==> config.mk <==
export PLATFORM = sky130hd
export DESIGN_NAME = fps_pwm_subcmd
export DESIGN_NICKNAME = d
export VERILOG_FILES = /design/src/rtl/fps_pwm_subcmd.v
export VERILOG_INCLUDE_DIRS = /design/src /design/src/inc
export SDC_FILE = /design/constraint.sdc
export NUM_CORES = 1
export LEC_CHECK = 0
export BUFFER_PORTS_ARGS = -buffer_cell sky130_fd_sc_hd__buf_2
export CAP_MARGIN = 20
export CELL_PAD_IN_SITES_DETAIL_PLACEMENT = 1
export CELL_PAD_IN_SITES_GLOBAL_PLACEMENT = 2
export CORE_ASPECT_RATIO = 0.9
export CORE_MARGIN = 3
export CORE_UTILIZATION = 43
export CTS_BUF_LIST = sky130_fd_sc_hd__clkbuf_4
export CTS_CLUSTER_DIAMETER = 30
export DETAILED_ROUTE_END_ITERATION = 12
export PLACE_DENSITY = 0.93
export SYNTH_ARGS = -nofsm -noshare
export SYNTH_HDL_FRONTEND = slang
export SYNTH_SLANG_ARGS = --single-unit
==> constraint.sdc <==
create_clock -name core_clk_i -period 7.3 [get_ports core_clk_i]
set_input_delay 1.095 -clock core_clk_i [delete_from_list [all_inputs] [get_ports core_clk_i]]
set_output_delay 1.095 -clock core_clk_i [all_outputs]
set_load 0.05 [all_outputs]
==> src/inc/fps_consts.vh <==
// register offsets, field positions, reset values, command codes and timing counts
// of the switch pwm and subcommand block; included by its design file, the assertion file and the test bench
`ifndef FPS_CONSTS_VH
`define FPS_CONSTS_VH

// word addresses on the avalon bus, one word each
`define FPS_ADDR_AUX_REGULATOR_OUTPUT 4'h0
`define FPS_ADDR_DSG_PWM 4'h1
`define FPS_ADDR_CHG_PWM 4'h2
`define FPS_ADDR_SUBCMD 4'h3
`define FPS_ADDR_STATUS 4'h4
`define FPS_ADDR_KEY 4'h5
`define FPS_ADDR_UNMAPPED 32'hDEAD_BEEF

// regulator control fields
`define FPS_REG_TS_BIT 4
`define FPS_REG_EN_BIT 3
`define FPS_REG_VSEL_MSB 2
`define FPS_REG_RESET 8'h00
`define FPS_REG_MASK 8'h1F

// pwm register fields
`define FPS_PWM_EN_BIT 15
`define FPS_PWM_ON_MSB 14
`define FPS_PWM_ON_LSB 8
`define FPS_PWM_OFF_MSB 7
`define FPS_PWM_RESET 16'h0000

// regulator voltage codes in tenths of a volt
`define FPS_MV_1V8 6'h12
`define FPS_MV_2V5 6'h19
`define FPS_MV_3V0 6'h1E
`define FPS_MV_3V3 6'h21
`define FPS_MV_5V0 6'h32

// command-only subcommand codes
`define FPS_CMD_CLR_CHARGE 16'h0005
`define FPS_CMD_LEAVE_LOW 16'h000E
`define FPS_CMD_ENTER_LOW 16'h000F
`define FPS_CMD_SHUTDOWN 16'h0010
`define FPS_CMD_RESET 16'h0012
`define FPS_CMD_AUTONOMY 16'h0022
`define FPS_CMD_LOCK 16'h0030
`define FPS_CMD_UNLOCK_KEY 16'h0035
`define FPS_CMD_CFG_ENTER 16'h0090
`define FPS_CMD_CFG_LEAVE 16'h0092
`define FPS_CMD_SLEEP_ALLOW 16'h0099
`define FPS_CMD_SLEEP_BLOCK 16'h009A

// timing, clock 50 MHz
`define FPS_CLK_HZ 50000000
`define FPS_REPEAT_WINDOW_S 4
`define FPS_REPEAT_WINDOW_CYC (`FPS_REPEAT_WINDOW_S * `FPS_CLK_HZ)
// pwm steps in nanoseconds; step counts round down
`define FPS_ON_STEP_NS 30520
`define FPS_DSG_OFF_STEP_NS 122100
`define FPS_CHG_OFF_STEP_NS 488400
`define FPS_CLK_NS 20
`define FPS_ON_STEP_CYC (`FPS_ON_STEP_NS / `FPS_CLK_NS)
`define FPS_DSG_OFF_STEP_CYC (`FPS_DSG_OFF_STEP_NS / `FPS_CLK_NS)
`define FPS_CHG_OFF_STEP_CYC (`FPS_CHG_OFF_STEP_NS / `FPS_CLK_NS)

// default unlock key words, arbitrary values
`define FPS_KEY0_DEFAULT 16'h1234
`define FPS_KEY1_DEFAULT 16'h5678

`endif

==> src/rtl/fps_pwm_subcmd.v <==
// subcommand decoder, regulator control and two switch pwm generators of a battery monitor
// assumes an avalon-mm master on core_clk_i; one clock, asynchronous active-low reset
//
// Our own choices: the Avalon-MM slave port and the placing of the registers.
`timescale 1ns/100ps
`include "fps_consts.vh"

module fps_pwm_subcmd #(
    parameter [31:0] REPEAT_WINDOW_CYC = `FPS_REPEAT_WINDOW_CYC,
    parameter [15:0] KEY0 = `FPS_KEY0_DEFAULT,
    parameter [15:0] KEY1 = `FPS_KEY1_DEFAULT
) (
    input wire core_clk_i,
    input wire nrst_i,
    input wire [3:0] avs_address_i,
    input wire avs_read_i,
    input wire avs_write_i,
    input wire [3:0] avs_byteenable_i,
    input wire [31:0] avs_writedata_i,
    output reg [31:0] avs_readdata_o,
    output wire avs_waitrequest_o,
    output reg thermistor_bias_hold_o,
    output reg aux_regulator_output_o,
    output reg [2:0] ldo_voltage_select_o,
    output reg [5:0] ldo_decivolts_o,
    output reg discharge_switch_pwm_o,
    output reg charge_switch_pwm_o,
    output reg clear_charge_accumulator_o,
    output reg enter_lowest_power_o,
    output reg shutdown_start_o,
    output reg shutdown_skip_delay_o,
    output reg device_reset_o,
    output reg autonomous_switch_flag_o,
    output reg unlocked_access_o,
    output reg config_edit_o,
    output reg sleep_allowed_o
);

    // subcommand tracker states
    localparam [1:0] SQ_IDLE = 2'h0;
    localparam [1:0] SQ_LOW1 = 2'h1;
    localparam [1:0] SQ_SHD1 = 2'h2;
    localparam [1:0] SQ_SHD2 = 2'h3;

    reg ack_r;
    reg [7:0] aux_regulator_output_r;
    reg [15:0] dsg_pwm_r;
    reg [15:0] chg_pwm_r;
    reg [7:0] dsg_lo_r;
    reg [7:0] chg_lo_r;
    reg [1:0] seq_r;
    reg [31:0] win_r;
    reg [1:0] key_st_r;
    reg [15:0] key_word_r;

    // write lands at the edge where waitrequest is low; read data loads one edge
    // earlier so that it already stands when the master takes it
    wire wr = avs_write_i && ack_r;
    wire rd = avs_read_i && !ack_r;
    wire [15:0] wd16 = avs_writedata_i[15:0];
    wire cmd_wr = wr && (avs_address_i == `FPS_ADDR_SUBCMD) && (&avs_byteenable_i[1:0]);
    wire [15:0] cmd = wd16;
    wire unl = unlocked_access_o;

    // one wait cycle per access: request taken on the edge where waitrequest is low
    assign avs_waitrequest_o = (avs_read_i || avs_write_i) && !ack_r;

    always @(posedge core_clk_i or negedge nrst_i) begin
        if (!nrst_i) begin
            ack_r <= 1'b0;
        end else begin
            ack_r <= (avs_read_i || avs_write_i) && !ack_r;
        end
    end

    // pwm register write: low byte staged, upper byte commits both unless the on or off field would be zero
    function [15:0] pwm_commit;
        input [15:0] cur;
        input [7:0] lo;
        input [7:0] hi;
        reg [15:0] cand;
        begin
            cand = {hi, lo};
            if (cand[`FPS_PWM_ON_MSB:`FPS_PWM_ON_LSB] == 7'h00 ||
                    cand[`FPS_PWM_OFF_MSB:0] == 8'h00) begin
                pwm_commit = cur;
            end else begin
                pwm_commit = cand;
            end
        end
    endfunction

    always @(posedge core_clk_i or negedge nrst_i) begin
        if (!nrst_i) begin
            aux_regulator_output_r <= `FPS_REG_RESET;
            dsg_pwm_r <= `FPS_PWM_RESET;
            chg_pwm_r <= `FPS_PWM_RESET;
            dsg_lo_r <= 8'h00;
            chg_lo_r <= 8'h00;
        end else if (wr) begin
            if (avs_address_i == `FPS_ADDR_AUX_REGULATOR_OUTPUT) begin
                if (avs_byteenable_i[0]) begin
                    aux_regulator_output_r <= avs_writedata_i[7:0] & `FPS_REG_MASK;
                end
            end else if (avs_address_i == `FPS_ADDR_DSG_PWM) begin
                if (avs_byteenable_i[0]) begin
                    dsg_lo_r <= avs_writedata_i[7:0];
                end
                if (avs_byteenable_i[1]) begin
                    dsg_pwm_r <= pwm_commit(dsg_pwm_r,
                        avs_byteenable_i[0] ? avs_writedata_i[7:0] : dsg_lo_r,
                        avs_writedata_i[15:8]);
                end
            end else if (avs_address_i == `FPS_ADDR_CHG_PWM) begin
                if (avs_byteenable_i[0]) begin
                    chg_lo_r <= avs_writedata_i[7:0];
                end
                if (avs_byteenable_i[1]) begin
                    chg_pwm_r <= pwm_commit(chg_pwm_r,
                        avs_byteenable_i[0] ? avs_writedata_i[7:0] : chg_lo_r,
                        avs_writedata_i[15:8]);
                end
            end
        end
    end

    // regulator outputs
    always @(posedge core_clk_i or negedge nrst_i) begin
        if (!nrst_i) begin
            thermistor_bias_hold_o <= 1'b0;
            aux_regulator_output_o <= 1'b0;
            ldo_voltage_select_o <= 3'h0;
            ldo_decivolts_o <= `FPS_MV_1V8;
        end else begin
            thermistor_bias_hold_o <= aux_regulator_output_r[`FPS_REG_TS_BIT];
            aux_regulator_output_o <= aux_regulator_output_r[`FPS_REG_EN_BIT];
            ldo_voltage_select_o <= aux_regulator_output_r[`FPS_REG_VSEL_MSB:0];
            case (aux_regulator_output_r[`FPS_REG_VSEL_MSB:0])
                3'h4: ldo_decivolts_o <= `FPS_MV_2V5;
                3'h5: ldo_decivolts_o <= `FPS_MV_3V0;
                3'h6: ldo_decivolts_o <= `FPS_MV_3V3;
                3'h7: ldo_decivolts_o <= `FPS_MV_5V0;
                default: ldo_decivolts_o <= `FPS_MV_1V8;
            endcase
        end
    end

    // pwm generators; step prescaler then step counter per phase
    reg [14:0] dsg_pre_r;
    reg [7:0] dsg_cnt_r;
    reg [14:0] chg_pre_r;
    reg [7:0] chg_cnt_r;
    localparam [31:0] ON_STEP_W = `FPS_ON_STEP_CYC;
    localparam [31:0] DSG_OFF_STEP_W = `FPS_DSG_OFF_STEP_CYC;
    localparam [31:0] CHG_OFF_STEP_W = `FPS_CHG_OFF_STEP_CYC;
    // all step counts fit the 15-bit prescaler
    wire [14:0] dsg_step = dsg_pwm_r[`FPS_PWM_EN_BIT] && discharge_switch_pwm_o ?
        ON_STEP_W[14:0] : DSG_OFF_STEP_W[14:0];
    wire [14:0] chg_step = charge_switch_pwm_o ?
        ON_STEP_W[14:0] : CHG_OFF_STEP_W[14:0];
    wire [7:0] dsg_len = discharge_switch_pwm_o ?
        {1'b0, dsg_pwm_r[`FPS_PWM_ON_MSB:`FPS_PWM_ON_LSB]} : dsg_pwm_r[7:0];
    wire [7:0] chg_len = charge_switch_pwm_o ?
        {1'b0, chg_pwm_r[`FPS_PWM_ON_MSB:`FPS_PWM_ON_LSB]} : chg_pwm_r[7:0];

    always @(posedge core_clk_i or negedge nrst_i) begin
        if (!nrst_i) begin
            dsg_pre_r <= 15'h0000;
            dsg_cnt_r <= 8'h00;
            discharge_switch_pwm_o <= 1'b0;
        end else if (!dsg_pwm_r[`FPS_PWM_EN_BIT]) begin
            dsg_pre_r <= 15'h0000;
            dsg_cnt_r <= 8'h00;
            discharge_switch_pwm_o <= 1'b0;
        end else if (dsg_pre_r + 15'h0001 < dsg_step) begin
            dsg_pre_r <= dsg_pre_r + 15'h0001;
        end else begin
            dsg_pre_r <= 15'h0000;
            if (dsg_cnt_r + 8'h01 < dsg_len) begin
                dsg_cnt_r <= dsg_cnt_r + 8'h01;
            end else begin
                dsg_cnt_r <= 8'h00;
                discharge_switch_pwm_o <= !discharge_switch_pwm_o;
            end
        end
    end

    always @(posedge core_clk_i or negedge nrst_i) begin
        if (!nrst_i) begin
            chg_pre_r <= 15'h0000;
            chg_cnt_r <= 8'h00;
            charge_switch_pwm_o <= 1'b0;
        end else if (!chg_pwm_r[`FPS_PWM_EN_BIT]) begin
            chg_pre_r <= 15'h0000;
            chg_cnt_r <= 8'h00;
            charge_switch_pwm_o <= 1'b0;
        end else if (chg_pre_r + 15'h0001 < chg_step) begin
            chg_pre_r <= chg_pre_r + 15'h0001;
        end else begin
            chg_pre_r <= 15'h0000;
            if (chg_cnt_r + 8'h01 < chg_len) begin
                chg_cnt_r <= chg_cnt_r + 8'h01;
            end else begin
                chg_cnt_r <= 8'h00;
                charge_switch_pwm_o <= !charge_switch_pwm_o;
            end
        end
    end

    // subcommand decoder; repeat window counts down from the last matching command
    wire win_live = (win_r != 32'h0000_0000);

    always @(posedge core_clk_i or negedge nrst_i) begin
        if (!nrst_i) begin
            seq_r <= SQ_IDLE;
            win_r <= 32'h0000_0000;
            key_st_r <= 2'h0;
            key_word_r <= 16'h0000;
            clear_charge_accumulator_o <= 1'b0;
            enter_lowest_power_o <= 1'b0;
            shutdown_start_o <= 1'b0;
            shutdown_skip_delay_o <= 1'b0;
            device_reset_o <= 1'b0;
            autonomous_switch_flag_o <= 1'b0;
            unlocked_access_o <= 1'b0;
            config_edit_o <= 1'b0;
            sleep_allowed_o <= 1'b1;
        end else begin
            clear_charge_accumulator_o <= 1'b0;
            shutdown_start_o <= 1'b0;
            shutdown_skip_delay_o <= 1'b0;
            device_reset_o <= 1'b0;
            if (win_live) begin
                win_r <= win_r - 32'h0000_0001;
            end else begin
                seq_r <= SQ_IDLE;
            end
            if (cmd_wr) begin
                // any other command breaks a repeat sequence
                seq_r <= SQ_IDLE;
                win_r <= 32'h0000_0000;
                if (key_st_r == 2'h1) begin
                    key_st_r <= 2'h2;
                    key_word_r <= cmd;
                end else if (key_st_r == 2'h2) begin
                    key_st_r <= 2'h0;
                    if (key_word_r == KEY0 && cmd == KEY1) begin
                        unlocked_access_o <= 1'b1;
                    end
                end else if (cmd == `FPS_CMD_CLR_CHARGE) begin
                    clear_charge_accumulator_o <= 1'b1;
                end else if (cmd == `FPS_CMD_LEAVE_LOW) begin
                    enter_lowest_power_o <= 1'b0;
                end else if (cmd == `FPS_CMD_ENTER_LOW) begin
                    if (seq_r == SQ_LOW1 && win_live) begin
                        enter_lowest_power_o <= 1'b1;
                    end else begin
                        seq_r <= SQ_LOW1;
                        win_r <= REPEAT_WINDOW_CYC;
                    end
                end else if (cmd == `FPS_CMD_SHUTDOWN) begin
                    if (seq_r == SQ_SHD1 && win_live) begin
                        shutdown_start_o <= 1'b1;
                        seq_r <= SQ_SHD2;
                        win_r <= REPEAT_WINDOW_CYC;
                    end else if (seq_r == SQ_SHD2 && win_live) begin
                        shutdown_skip_delay_o <= 1'b1;
                    end else begin
                        seq_r <= SQ_SHD1;
                        win_r <= REPEAT_WINDOW_CYC;
                    end
                end else if (cmd == `FPS_CMD_SLEEP_ALLOW) begin
                    sleep_allowed_o <= 1'b1;
                end else if (cmd == `FPS_CMD_SLEEP_BLOCK) begin
                    sleep_allowed_o <= 1'b0;
                end else if (cmd == `FPS_CMD_UNLOCK_KEY && !unl) begin
                    key_st_r <= 2'h1;
                end else if (unl) begin
                    // locked level falls through here and changes nothing
                    if (cmd == `FPS_CMD_RESET) begin
                        device_reset_o <= 1'b1;
                    end else if (cmd == `FPS_CMD_AUTONOMY) begin
                        autonomous_switch_flag_o <= !autonomous_switch_flag_o;
                    end else if (cmd == `FPS_CMD_LOCK) begin
                        unlocked_access_o <= 1'b0;
                        config_edit_o <= 1'b0;
                    end else if (cmd == `FPS_CMD_CFG_ENTER) begin
                        config_edit_o <= 1'b1;
                    end else if (cmd == `FPS_CMD_CFG_LEAVE) begin
                        config_edit_o <= 1'b0;
                    end
                end
            end
        end
    end

    // read data
    always @(posedge core_clk_i or negedge nrst_i) begin
        if (!nrst_i) begin
            avs_readdata_o <= 32'h0000_0000;
        end else if (rd) begin
            if (avs_address_i == `FPS_ADDR_AUX_REGULATOR_OUTPUT) begin
                avs_readdata_o <= {24'h000000, aux_regulator_output_r};
            end else if (avs_address_i == `FPS_ADDR_DSG_PWM) begin
                avs_readdata_o <= {16'h0000, dsg_pwm_r};
            end else if (avs_address_i == `FPS_ADDR_CHG_PWM) begin
                avs_readdata_o <= {16'h0000, chg_pwm_r};
            end else if (avs_address_i == `FPS_ADDR_SUBCMD) begin
                avs_readdata_o <= 32'h0000_0000;
            end else if (avs_address_i == `FPS_ADDR_STATUS) begin
                avs_readdata_o <= {24'h000000, discharge_switch_pwm_o, charge_switch_pwm_o,
                    sleep_allowed_o, config_edit_o, unlocked_access_o,
                    autonomous_switch_flag_o, enter_lowest_power_o, seq_r == SQ_SHD2};
            end else begin
                avs_readdata_o <= `FPS_ADDR_UNMAPPED;
            end
        end
    end

endmodule

==> Word-level counts from Yosys, hierarchy flattened <==
Index checks and enable logic that the tools add are counted.
{ "totals": {"reg_bits": 206, "input_bits": 44, "out_inout_bits": 55, "word_cells": 258} }
{ "op_classes": {"add_sub_neg": 5, "magnitude_cmp": 4, "eq_ne": 46, "mux": 113, "n_bitwise": 15, "reduce_logical": 45} }
{ "ops": {"columns": ["cell", "count"], "rows": [
  ["$mux W32", 12],
  ["$mux W28", 4],
  ["$mux W8", 10],
  ["$mux W15", 5],
  ["$eq A16 B8 Y1 const B", 4],
  ["$mux W1", 61],
  ["$eq A16 B6 Y1 const B", 3],
  ["$mux W2", 19],
  ["$eq A16 B4 Y1 const B", 2],
  ["$eq A16 B5 Y1 const B", 2],
  ["$reduce_bool A32 Y1", 1],
  ["$sub A32 B1 Y32 const B", 1],
  ["$add A15 B1 Y15 const B", 2],
  ["$ne A2 B2 Y1 const B", 12],
  ["$pmux W6 S4", 1],
  ["$ne A3 B3 Y1 const B", 6],
  ["$add A8 B1 Y8 const B", 2],
  ["$eq A16 B13 Y1 const B", 1],
  ["$eq A16 B15 Y1 const B", 1],
  ["$eq A16 B3 Y1 const B", 1],
  ["$logic_not A8 Y1", 2],
  ["$lt A8 B8 Y1", 2],
  ["$reduce_and A8 Y1", 2],
  ["$lt A15 B13 Y1", 1],
  ["25 further kinds", 71]
]} }

==> Logic depth before layout (Yosys ltp) <==
Gate-level depths: netlist of the first run.
{ "logic_depth": {"word_depth": 13, "ltp_mapped": 14, "depth_no_buf": 12} }

==> Worst setup path before layout of the first run <==
OpenSTA, ideal clock, no wires.
{ "synth_timing": {"path_type": "flip-flop to flip-flop", "startpoint": "reg discharge_switch_pwm_o", "endpoint": "reg dsg_cnt_r[2]", "setup_ps": 79, "t_arrival_ps": 3065, "required_time_ps": 7221, "path_slack_ps": 4156, "stages_incl_launch_ff": 9, "n_path_buf": 1, "synth_period_minus_slack_ps": 3144, "cell_sequence": "dfrtp_1 -> buf_1 -> mux2i_1 -> ha_1 -> o2111a_1 -> a2111oi_1 -> nand2_1 -> o21ai_0 -> o2bb2ai_1"} }
{ "synth_via": {"elab_chain_len": 5, "word_cells_on_any_way": 9, "classes_between": "2 x order compare; 1 x eq/ne; 5 x mux; 1 x reduce/logical"} }
{ "synth_rtl": {"columns": ["element", "line_no", "rtl"], "rows": [
  ["from (decl)", "fps_pwm_subcmd.v:26", "output reg discharge_switch_pwm_o,"],
  ["from (signal assigned)", "fps_pwm_subcmd.v:183", "discharge_switch_pwm_o <= !discharge_switch_pwm_o;"],
  ["$mux W8", "fps_pwm_subcmd.v:161", "wire [7:0] dsg_len = discharge_switch_pwm_o ?"],
  ["$lt A8 B8 Y1", "fps_pwm_subcmd.v:179", "if (dsg_cnt_r + 8'h01 < dsg_len) begin"],
  ["$mux W8", "fps_pwm_subcmd.v:179", null],
  ["$mux W8", "fps_pwm_subcmd.v:175", "end else if (dsg_pre_r + 15'h0001 < dsg_step) begin"],
  ["$mux W8", "fps_pwm_subcmd.v:171", "end else if (!dsg_pwm_r[`FPS_PWM_EN_BIT]) begin"],
  ["to (signal assigned)", "fps_pwm_subcmd.v:180", "dsg_cnt_r <= dsg_cnt_r + 8'h01;"],
  ["to (decl)", "fps_pwm_subcmd.v:150", "reg [7:0] dsg_cnt_r;"]
]} }
Parallel ways exist; a longest one is shown, timed or not. The select of a mux whose other input is x is not followed.
A chain may end at the register's enable or synchronous reset.

==> Final worst setup path of the first run <==
{ "layout_timing": {"startpoint": "in avs_address_i[2]", "endpoint": "reg key_word_r[13]"} }
{ "layout_via": {"elab_chain_len": 4} }
{ "layout_rtl": {"columns": ["element", "line_no", "rtl"], "rows": [
  ["from (decl)", "fps_pwm_subcmd.v:15", "input wire [3:0] avs_address_i,"],
  ["$eq A4 B2 Y1 (no source line)", null, null],
  ["$logic_and A1 B1 Y1 (2 in a row)", "fps_pwm_subcmd.v:61", "wire cmd_wr = wr && (avs_address_i == `FPS_ADDR_SUBCMD) && (&avs_byteenable_i[1:0]);"],
  ["$reduce_and A2 Y1 (no source line)", null, null],
  ["to (signal assigned)", "fps_pwm_subcmd.v:244", "key_word_r <= cmd;"],
  ["to (decl)", "fps_pwm_subcmd.v:54", "reg [15:0] key_word_r;"]
]} }
Every way passes these cells.

==> results of run 1 <==
per-layer routing:
| layer | vias to the layer above | wire (um) | share of wire | GRT usage |
|---|---|---|---|---|
| met1 | 3964 | 13000 | 0.50 | 0.313 |
| li1 | 3731 | - | - | - |
| met5 | - | 0 | 0 | 0 |
| met3 | 17 | 1120 | 0.043 | 0.0353 |
| met4 | 0 | 278 | 0.011 | 0.0424 |
| met2 | 148 | 11800 | 0.45 | 0.314 |
critical path: stages:
cell     delay [ns]
buf_2          0.22
nor2b_1        0.51
nand2_1        0.25
nor3_2         0.91
nand2_1        0.69
mux2_2         0.46
worst paths after layout:
| check | endpoint | slack [ns] | cells after the start | start |
|---|---|---|---|---|
| worst max-delay path | key_word_r[13] | 3.66 | 6 | avs_address_i[2] |
| worst min-delay path | aux_regulator_output_o | 0.45 | 0 | aux_regulator_output_r[3] |
| worst max register to register | chg_cnt_r[3] | 3.93 | 11 | chg_pre_r[0] |
| worst min register to register | aux_regulator_output_o | 0.45 | 0 | aux_regulator_output_r[3] |
| max in group asynchronous | key_st_r[0] | 5.53 | 2 | nrst_i |
| min in group asynchronous | dsg_pre_r[10] | 0.55 | 1 | nrst_i |
state kept, by name (all words and copies together), names as in the netlist, 2 cells and up:
register,count
win_r,32
avs_readdata_o,17
chg_pwm_r,16
dsg_pwm_r,16
key_word_r,16
chg_pre_r,15
dsg_pre_r,15
chg_cnt_r,8
chg_lo_r,8
dsg_cnt_r,8
dsg_lo_r,8
ldo_decivolts_o,6
aux_regulator_output_r,5
ldo_voltage_select_o,3
key_st_r,2
seq_r,2
metrics by stage:
| stage | area, um^2 | util |
|---|---|---|
| after floorplan | 10300 | - |
| after global placement | 10800 | 0.460 |
| after detailed placement | 10800 | 0.460 |
| after CTS | 11100 | 0.472 |
| after global routing | 11100 | 0.472 |
| final | 11100 | 0.472 |
kinds of logic after synthesis:
logic type               count (synthesis)  synth area share
AND/OR/NAND/NOR                        377             0.193
flip-flops                             191             0.465
AO/OA/AOI/OAI                          173             0.112
buffers and inverters                   95            0.0439
multiplexers                            88            0.0925
XOR/XNOR                                62            0.0528
adder cells (fa/ha/maj)                 33            0.0401
other                                    1          0.000364
Yosys cell counts (9+ instances only):
| library cell | count |
|---|---|
| xnor2_1 | 34 |
| or4_1 | 10 |
| ha_1 | 33 |
| buf_4 | 16 |
| inv_1 | 36 |
| buf_2 | 10 |
| mux2_2 | 57 |
| o2bb2ai_1 | 9 |
| xor2_1 | 28 |
| dfrtp_1 | 188 |
| nand3_1 | 31 |
| a31oi_1 | 11 |
| nand2b_1 | 11 |
| clkbuf_1 | 28 |
| nand4_1 | 19 |
| o21ai_0 | 54 |
| nor3_1 | 30 |
| nor2_1 | 77 |
| and3_1 | 9 |
| nor2b_1 | 18 |
| a21oi_1 | 29 |
| nor4_1 | 21 |
| mux2i_1 | 31 |
| a21o_1 | 13 |
| or3_1 | 12 |
| nand2_1 | 96 |
power by group through the flow:
stage | clock network (uW) | registers (uW) | logic (uW)
2_1_floorplan | 0 | 1310 | 280
3_3_place_gp | 0 | 1260 | 456
3_5_place_dp | 0 | 1260 | 468
4_1_cts | 605 | 1240 | 469
5_1_grt | 654 | 1260 | 509
6_report | 588 | 1240 | 465
layout make-up:
class / count / area [um^2] / share of cell area
Inverter: 37 / 139 / 0.0125
Sequential cell: 191 / 4780 / 0.432
Multi-Input combinational cell: 740 / 5080 / 0.459
Timing Repair Buffer: 80 / 419 / 0.0378
Clock inverter: 15 / 149 / 0.0134
Clock buffer: 17 / 128 / 0.0115
Antenna cell: 1 / 2.50 / 0.000226
Tap cell: 302 / 378 / 0.0341
==> metrics.md, run 1 <==
| Metric | Value |
|---|---|
| Hold buffers post-CTS | 0 |
| Setup crit start kind | input port |
| Clock Tree Root | clkbuf_4 |
| Die X | 169 um |
| Synth async-reset ratio | 1.00 |
| Worst min-delay path class | reg -> reg |
| Final std cells w/o fill | around 1400 |
| Critical path class | in -> reg |
| Worst slew pin tran | 1.06 ns |
| Kind of end point of the critical path | flip-flop |
| Cts bufs inserted | 17 |
| Clock Power Share | 0.256 |
| Post-synth top area share | 0.457 |
| Maxcap violations | 0 |
| Cell Rows | 53 |
| Avg Cell Area, Syn | 10.1 um^2 |
| CTS tree | built |
| HPWL Detailed | 19100 um |
| Tot GR Track Use | 0.207 |
| Peak supply drop | 0.000136 V |
| Int Power | 1480 uW |
| Initial drt markers | 565 |
| Sequential element share of the synthesized area | 0.465 |
| Psw | 819 uW |
| Clock transition at path regs | 0.17 ns |
| Post-Place Cells | between 1000 and 1500 |
| Count of different cell masters after synthesis | 89 |
| Clk buf depth | 2 |
| WL per Instance | roughly 19 um |
| Final Power | 2300 uW |
| LEAKAGE | 0.00508 uW |
| Power per cell area | 207 nW/um^2 |
| Sw Share | 0.357 |
| Worst-Skew Late Latency | 0.61 ns |
| Synth Register Bits | 191 |
| Pin count of the biggest net entering global routing | 101 |
| GPL Wtd Cong | 0.829 |
| Via count | 7860 |
| Die height | ~150 um |
| Hold Slack | 0.449 ns |
| Antenna-violating nets left | 0 |
| Outcome | finished clean |
| DRC viols | 0 |
| Final hold vios | 0 |
| Total die area | 25800 um^2 |
| Crit path required time | 7.81 ns |
| Area contributors post-synth | dfrtp_1 (46%), mux2_2 (6.2%), ha_1 (4.0%), nand2_1 (3.5%), mux2i_1 (3.0%) |
| H-Tree Depth | 4 |
| Final wirelength | 26300 um |
| Most common cell after layout, fill and taps aside | dfrtp_1 |
| Flop pwr share | 0.541 |
| Total gr overflow | 0 |
| Predominant post-synthesis flop cell | dfrtp_1 |
| Max-slew headroom | 0.291 |
| I/O pin cnt | 99 |
| First-pass GRT wire length | 43300 um |
| Minimum clock period | 3.64 ns |
| Initial antenna violation count | 1 |
| Via density | 5.68 |
| RSZ-0062 raised after global routing | no |
| Final-report max-slew violation count | 0 |
| Final setup fails | 0 |
| Syn. warnings | 0 |
| Comb pwr share | 0.203 |
| Max Freq | between 200 and 300 MHz |
| Layout cells sized above 1 | 0.188 |
| Setup bufs post-CTS | 0 |
| DR pass1 iterations | 5 |
| Gate Count Post-Synth | 1020 |
| EDFF count, synth | 0 |
| CTS resizes | 0 |
| Final Net Count | 1144 |
| Layout fillers | 2705 |
| CP max FO | 21 |
| Setup ws final | 3.66 ns |
| PortBufs | 75 |
| Initial Util | 0.438 |
| Commonest cells after routing, fill and taps aside | dfrtp_1 (188), nand2_1 (96), nor2_1 (77), buf_2 (74), mux2_2 (57) |
| Yosys top cell by area | dfrtp_1 |
| CTS sink count | roughly 190 |
| Fin crit share | 0.498 |
| Worst-case clock skew | roughly 0.026 ns |
| CORE AREA | 23500 um^2 |
| Setup WS pre-CTS | roughly 3.1 ns |
| CP Data Arrival Time | 4.15 ns |
| Netlist Area Pre-Place | 10300 um^2 |
| Vias in the first global route | 7973 |
| Area delta synth->final | 7.68% |
| TNS Setup | 0 ns |
Power figures use the tool's default switching activity.
==> run 2, diff against run 1 <==
--- a/config.mk
+++ b/config.mk
@@ -6,17 +6,18 @@
 export SDC_FILE = /design/constraint.sdc
 export NUM_CORES = 1
 export LEC_CHECK = 0
+export ABC_AREA = 1
 export BUFFER_PORTS_ARGS = -buffer_cell sky130_fd_sc_hd__buf_2
 export CAP_MARGIN = 20
 export CELL_PAD_IN_SITES_DETAIL_PLACEMENT = 1
 export CELL_PAD_IN_SITES_GLOBAL_PLACEMENT = 2
 export CORE_ASPECT_RATIO = 0.9
 export CORE_MARGIN = 3
-export CORE_UTILIZATION = 43
+export CORE_UTILIZATION = 36
 export CTS_BUF_LIST = sky130_fd_sc_hd__clkbuf_4
 export CTS_CLUSTER_DIAMETER = 30
 export DETAILED_ROUTE_END_ITERATION = 12
-export PLACE_DENSITY = 0.93
+export PLACE_DENSITY = 0.86
 export SYNTH_ARGS = -nofsm -noshare
 export SYNTH_HDL_FRONTEND = slang
 export SYNTH_SLANG_ARGS = --single-unit
==> constraint.sdc (replaced) <==
create_clock -name core_clk_i -period 3.7 [get_ports core_clk_i]
set_input_delay 0.555 -clock core_clk_i [delete_from_list [all_inputs] [get_ports core_clk_i]]
set_output_delay 0.555 -clock core_clk_i [all_outputs]
set_load 0.05 [all_outputs]
==> run 2 against run 1 <==
Against the previous run:
- non-clock buffer count up 8
- clock skew up 0.018 ns
- setup slack worse by 3.1 ns
- clock-buffer cell count up 1
- core utilization down 6.5 points
- clock power up 130%
- sequential cell count unchanged
- synthesized cell count up 29%
- via count up 13%
- global-route usage down 0.51 points
- sequential share of layout area down 1.3 points
- sequential power up 110%
- highest routed layer unchanged
==> metrics.md, run 2 <==
| Metric | Value |
|---|---|
| Area delta synth->final | 10.6% (was 7.68%) |
| Die X | 185 um (was 169 um) |
| Minimum clock period | ~3.1 ns |
| Synth Register Bits | 191 (unchanged) |
| Cts bufs inserted | 17 (unchanged) |
| Final hold vios | 0 (unchanged) |
| WHS Endpoint | device_reset_o (was aux_regulator_output_o) |
| Biggest regs | win_r: 32 flops, avs_readdata_o: 17 flops (unchanged) |
| Post-Place Cells | 1725 (was 1349) |
| Final setup fails | 0 (unchanged) |
| Post-synth top area share | 0.455 (was 0.457) |
| Largest family of logic cells by synthesized area | simple AND/OR/NAND/NOR gates (unchanged) |
| Top cells by count, synth | nand2_1 (290), dfrtp_1 (188), nor2_1 (164) (was dfrtp_1 (188), nand2_1 (96), nor2_1 (77)) |
| EDFF count, synth | 0 (unchanged) |
| Final Net Count | 1463 (was 1144) |
| DR pass1 iterations | 5 (unchanged) |
| Worst-Skew Late Latency | 0.62 ns (was 0.61 ns) |
| Commonest cells after routing, fill and taps aside | nand2_1 (290), dfrtp_1 (188), nor2_1 (164), inv_1 (154), o21ai_0 (129) (was dfrtp_1 (188), nand2_1 (96), nor2_1 (77), buf_2 (74), mux2_2 (57)) |
| Count of different cell masters after synthesis | 50 (was 89) |
| Power per cell area | 477 nW/um^2 (was 207 nW/um^2) |
| PortBufs | 75 (unchanged) |
| Clock Tree Root | clkbuf_4 (unchanged) |
| Clk buf depth | 2 (unchanged) |
| Vias in the first global route | 9090 (was 7973) |
| Area contributors post-synth | dfrtp_1 (46%), nand2_1 (11%), o21ai_0 (6.2%), nor2_1 (6.0%), inv_1 (5.6%) (was dfrtp_1 (46%), mux2_2 (6.2%), ha_1 (4.0%), nand2_1 (3.5%), mux2i_1 (3.0%)) |
| Reg2Reg Capture Point | chg_pre_r[5] (was chg_cnt_r[3]) |
| First-pass GRT wire length | 49400 um (was 43300 um) |
| CORE AREA | 28100 um^2 (was 23500 um^2) |
| Sequential element share of the synthesized area | 0.463 (was 0.465) |
| Post-synthesis mux area share | 0.00581 (was 0.0925) |
| Clock transition at path regs | 0.18 ns (was 0.17 ns) |
| Worst min-delay path class | in -> reg (was reg -> reg) |
| Setup WS pre-CTS | 0.609 ns (was 3.10 ns) |
| Hold Slack | 0.231 ns (was 0.449 ns) |
| Avg Cell Area, Syn | 7.84 um^2 (was 10.1 um^2) |
| Total gr overflow | 0 (unchanged) |
| Worst reg-to-reg setup slack | 0.60 ns (was 3.93 ns) |
| CTS sink count | 191 (unchanged) |
| Initial antenna violation count | 1 (unchanged) |
| Yosys top cell by area | dfrtp_1 (unchanged) |
| Pin count of the biggest net entering global routing | 77 (was 101) |
| Hold wc startpoint | avs_writedata_i[15] (was aux_regulator_output_r[3]) |
| GPL Wtd Cong | 0.829 (about the same) |
| Via density | 5.05 (was 5.68) |
| Die height | 167 um (was 153 um) |
| Setup crit start kind | flip-flop (was input port) |
| I/O pin cnt | 99 (unchanged) |
| Largest register FFs | 32 (unchanged) |
| Total die area | 30800 um^2 (was 25800 um^2) |
| Initial Util | 0.368 (was 0.438) |
| Final-report max-slew violation count | 0 (unchanged) |
| Max-slew headroom | 0.408 (was 0.291) |
| Peak supply drop | 0.000243 V (was 0.000136 V) |
| Syn. warnings | 0 (unchanged) |
| Worst-case clock skew | 0.0439 ns (was 0.0260 ns) |
| Crit path required time | 4.22 ns (was 7.81 ns) |
| Worst slew pin tran | 0.886 ns (was 1.06 ns) |
| Gate Count Post-Synth | 1318 (was 1020) |
| Maxcap violations | 0 (unchanged) |
| Synth async-reset ratio | 1.00 (unchanged) |
| Most common cell after layout, fill and taps aside | nand2_1 (was dfrtp_1) |
| Setup ws final | 0.600 ns (was 3.66 ns) |
| HPWL Detailed | 22800 um (was 19100 um) |
| Kind of end point of the critical path | flip-flop (unchanged) |
| LEAKAGE | 0.00564 uW (was 0.00508 uW) |
| Outcome | finished clean (unchanged) |
| Fin crit share | 0.838 |
| H-Tree Depth | 4 (unchanged) |
| Adder-cell share of the synthesized area | 0.0400 (was 0.0401) |
| Final core occ | 0.407 (was 0.472) |
| Netlist Area Pre-Place | 10300 um^2 (about the same) |
| Synth Area in Simple Gates | 0.259 (was 0.193) |
| Predominant post-synthesis flop cell | dfrtp_1 (unchanged) |
| RSZ-0062 raised after global routing | no (unchanged) |
| Critical path class | reg -> reg (was in -> reg) |
| Max Freq | between 300 and 400 MHz |
| CP max FO | 10 (was 21) |
| Complex-gate fraction of the synthesized area | 0.127 (was 0.112) |
| Worst flop-to-flop path startpoint | chg_pre_r[0] (unchanged) |
| WL per Instance | 17.1 um (was 19.0 um) |
| Post-Synth XOR/XNOR Area | 0.0212 (was 0.0528) |
| Final std cells w/o fill | 1760 (was 1383) |
| Largest Register | win_r (unchanged) |
| DRC viols | 0 (unchanged) |
| Via count | 8880 (was 7860) |
| CTS tree | built (unchanged) |
| CP Data Arrival Time | 3.62 ns (was 4.15 ns) |
| Hold Crit Depth | 4 (was 0) |
| R2R cell count | 16 (was 11) |
| Antenna-violating nets left | 0 (unchanged) |
| Layout cells sized above 1 | 0.117 (was 0.188) |
| Cell Rows | 58 (was 53) |
| Initial drt markers | 456 (was 565) |
| Final wirelength | 30100 um (was 26300 um) |
| TNS Setup | 0 ns (unchanged) |
| Count leader, synth | nand2_1 (was dfrtp_1) |
| Tot GR Track Use | 0.202 (was 0.207) |
==> run 2: cell types whose count changed after synthesis, moves of 25 or more <==
| cell | delta |
|---|---|
| nand2_1 | +194 |
| inv_1 | +118 |
| nor2_1 | +87 |
| o21ai_0 | +75 |
| mux2_2 | -57 |
| a21oi_1 | +44 |
| nand3_1 | +39 |
| xnor2_1 | -29 |
| mux2i_1 | -25 |
==> run 2: how the worst max path moves through the flow <==
stage / slack (ns) / startpoint / cells past startpoint / to
final: 0.60 / chg_pre_r[0] / 16 / chg_pre_r[5]
after global routing: 0.18 / chg_pre_r[0] / 16 / chg_pre_r[5]
after CTS: 0.55 / chg_pre_r[0] / 16 / chg_pre_r[4]
after detailed placement: 0.61 / chg_pre_r[0] / 16 / chg_pre_r[6]
after global placement: 0.71 / chg_pre_r[0] / 16 / chg_pre_r[0]
after floorplan: 1.07 / chg_pre_r[0] / 14 / chg_pre_r[12]
==> run 2: power by group <==
group          switching (uW)  internal, uW
Clock                     844           517
Sequential                256          2380
Combinational            1040           416
==> run 2: timing repair <==
item                      4_1_cts  5_1_grt
buffers inserted                0        0
hold buffers                    1        0
resized for setup               0        0
hold endpoints to repair       54        0
==> run 2: routing by layer <==
| layer | share of wire | GRT usage | vias to the layer above |
|---|---|---|---|
| met5 | 0 | 0 | - |
| met3 | 0.033 | 0.0367 | 12 |
| met4 | 0.0065 | 0.0289 | 0 |
| met2 | 0.45 | 0.309 | 119 |
| met1 | 0.51 | 0.305 | 4335 |
| li1 | - | - | 4414 |
==> run 2: kinds of logic (layout without fill, tap and decap cells) <==
kind of cell	count (synthesis)	count (layout)
AOI/OAI and AO/OA	243	243
xor gates and xnor gates	25	25
adders and majority gates	33	33
buffers and inverters	206	281
DFF	191	191
muxes	6	6
other	1	8
and+or+nand+nor	613	613
==> run 2: cell type report <==
class                           instances  area, um^2
Antenna cell                            1        2.50
Clock buffer                           18         135
Clock inverter                         14         223
Fill cell                            3465       16700
Inverter                              161         604
Multi-Input combinational cell        927        4710
Sequential cell                       191        4780
Tap cell                              360         450
Timing Repair Buffer                   88         517
==> run 2: worst max-delay path, stage by stage (launching register included) <==
cell     delay (ns)
dfrtp_1        0.43
ha_1           0.26
nand2_1        0.09
nor2_1         0.15
buf_4          0.15
nand3_1        0.09
nor4_1         0.29
xor2_1         0.24
ha_1           0.29
nand3_1        0.10
inv_1          0.04
nand2_1        0.08
inv_1          0.04
nand2_1        0.10
nand4_2        0.28
buf_4          0.29
nor2_1         0.09
==> run 2: stage by stage <==
step	power [uW]	cell area, um^2
6_report	5450	11400
5_1_grt	5830	11400
4_1_cts	5500	11400
3_5_place_dp	4130	11000
3_3_place_gp	4090	11000
2_1_floorplan	3700	10400
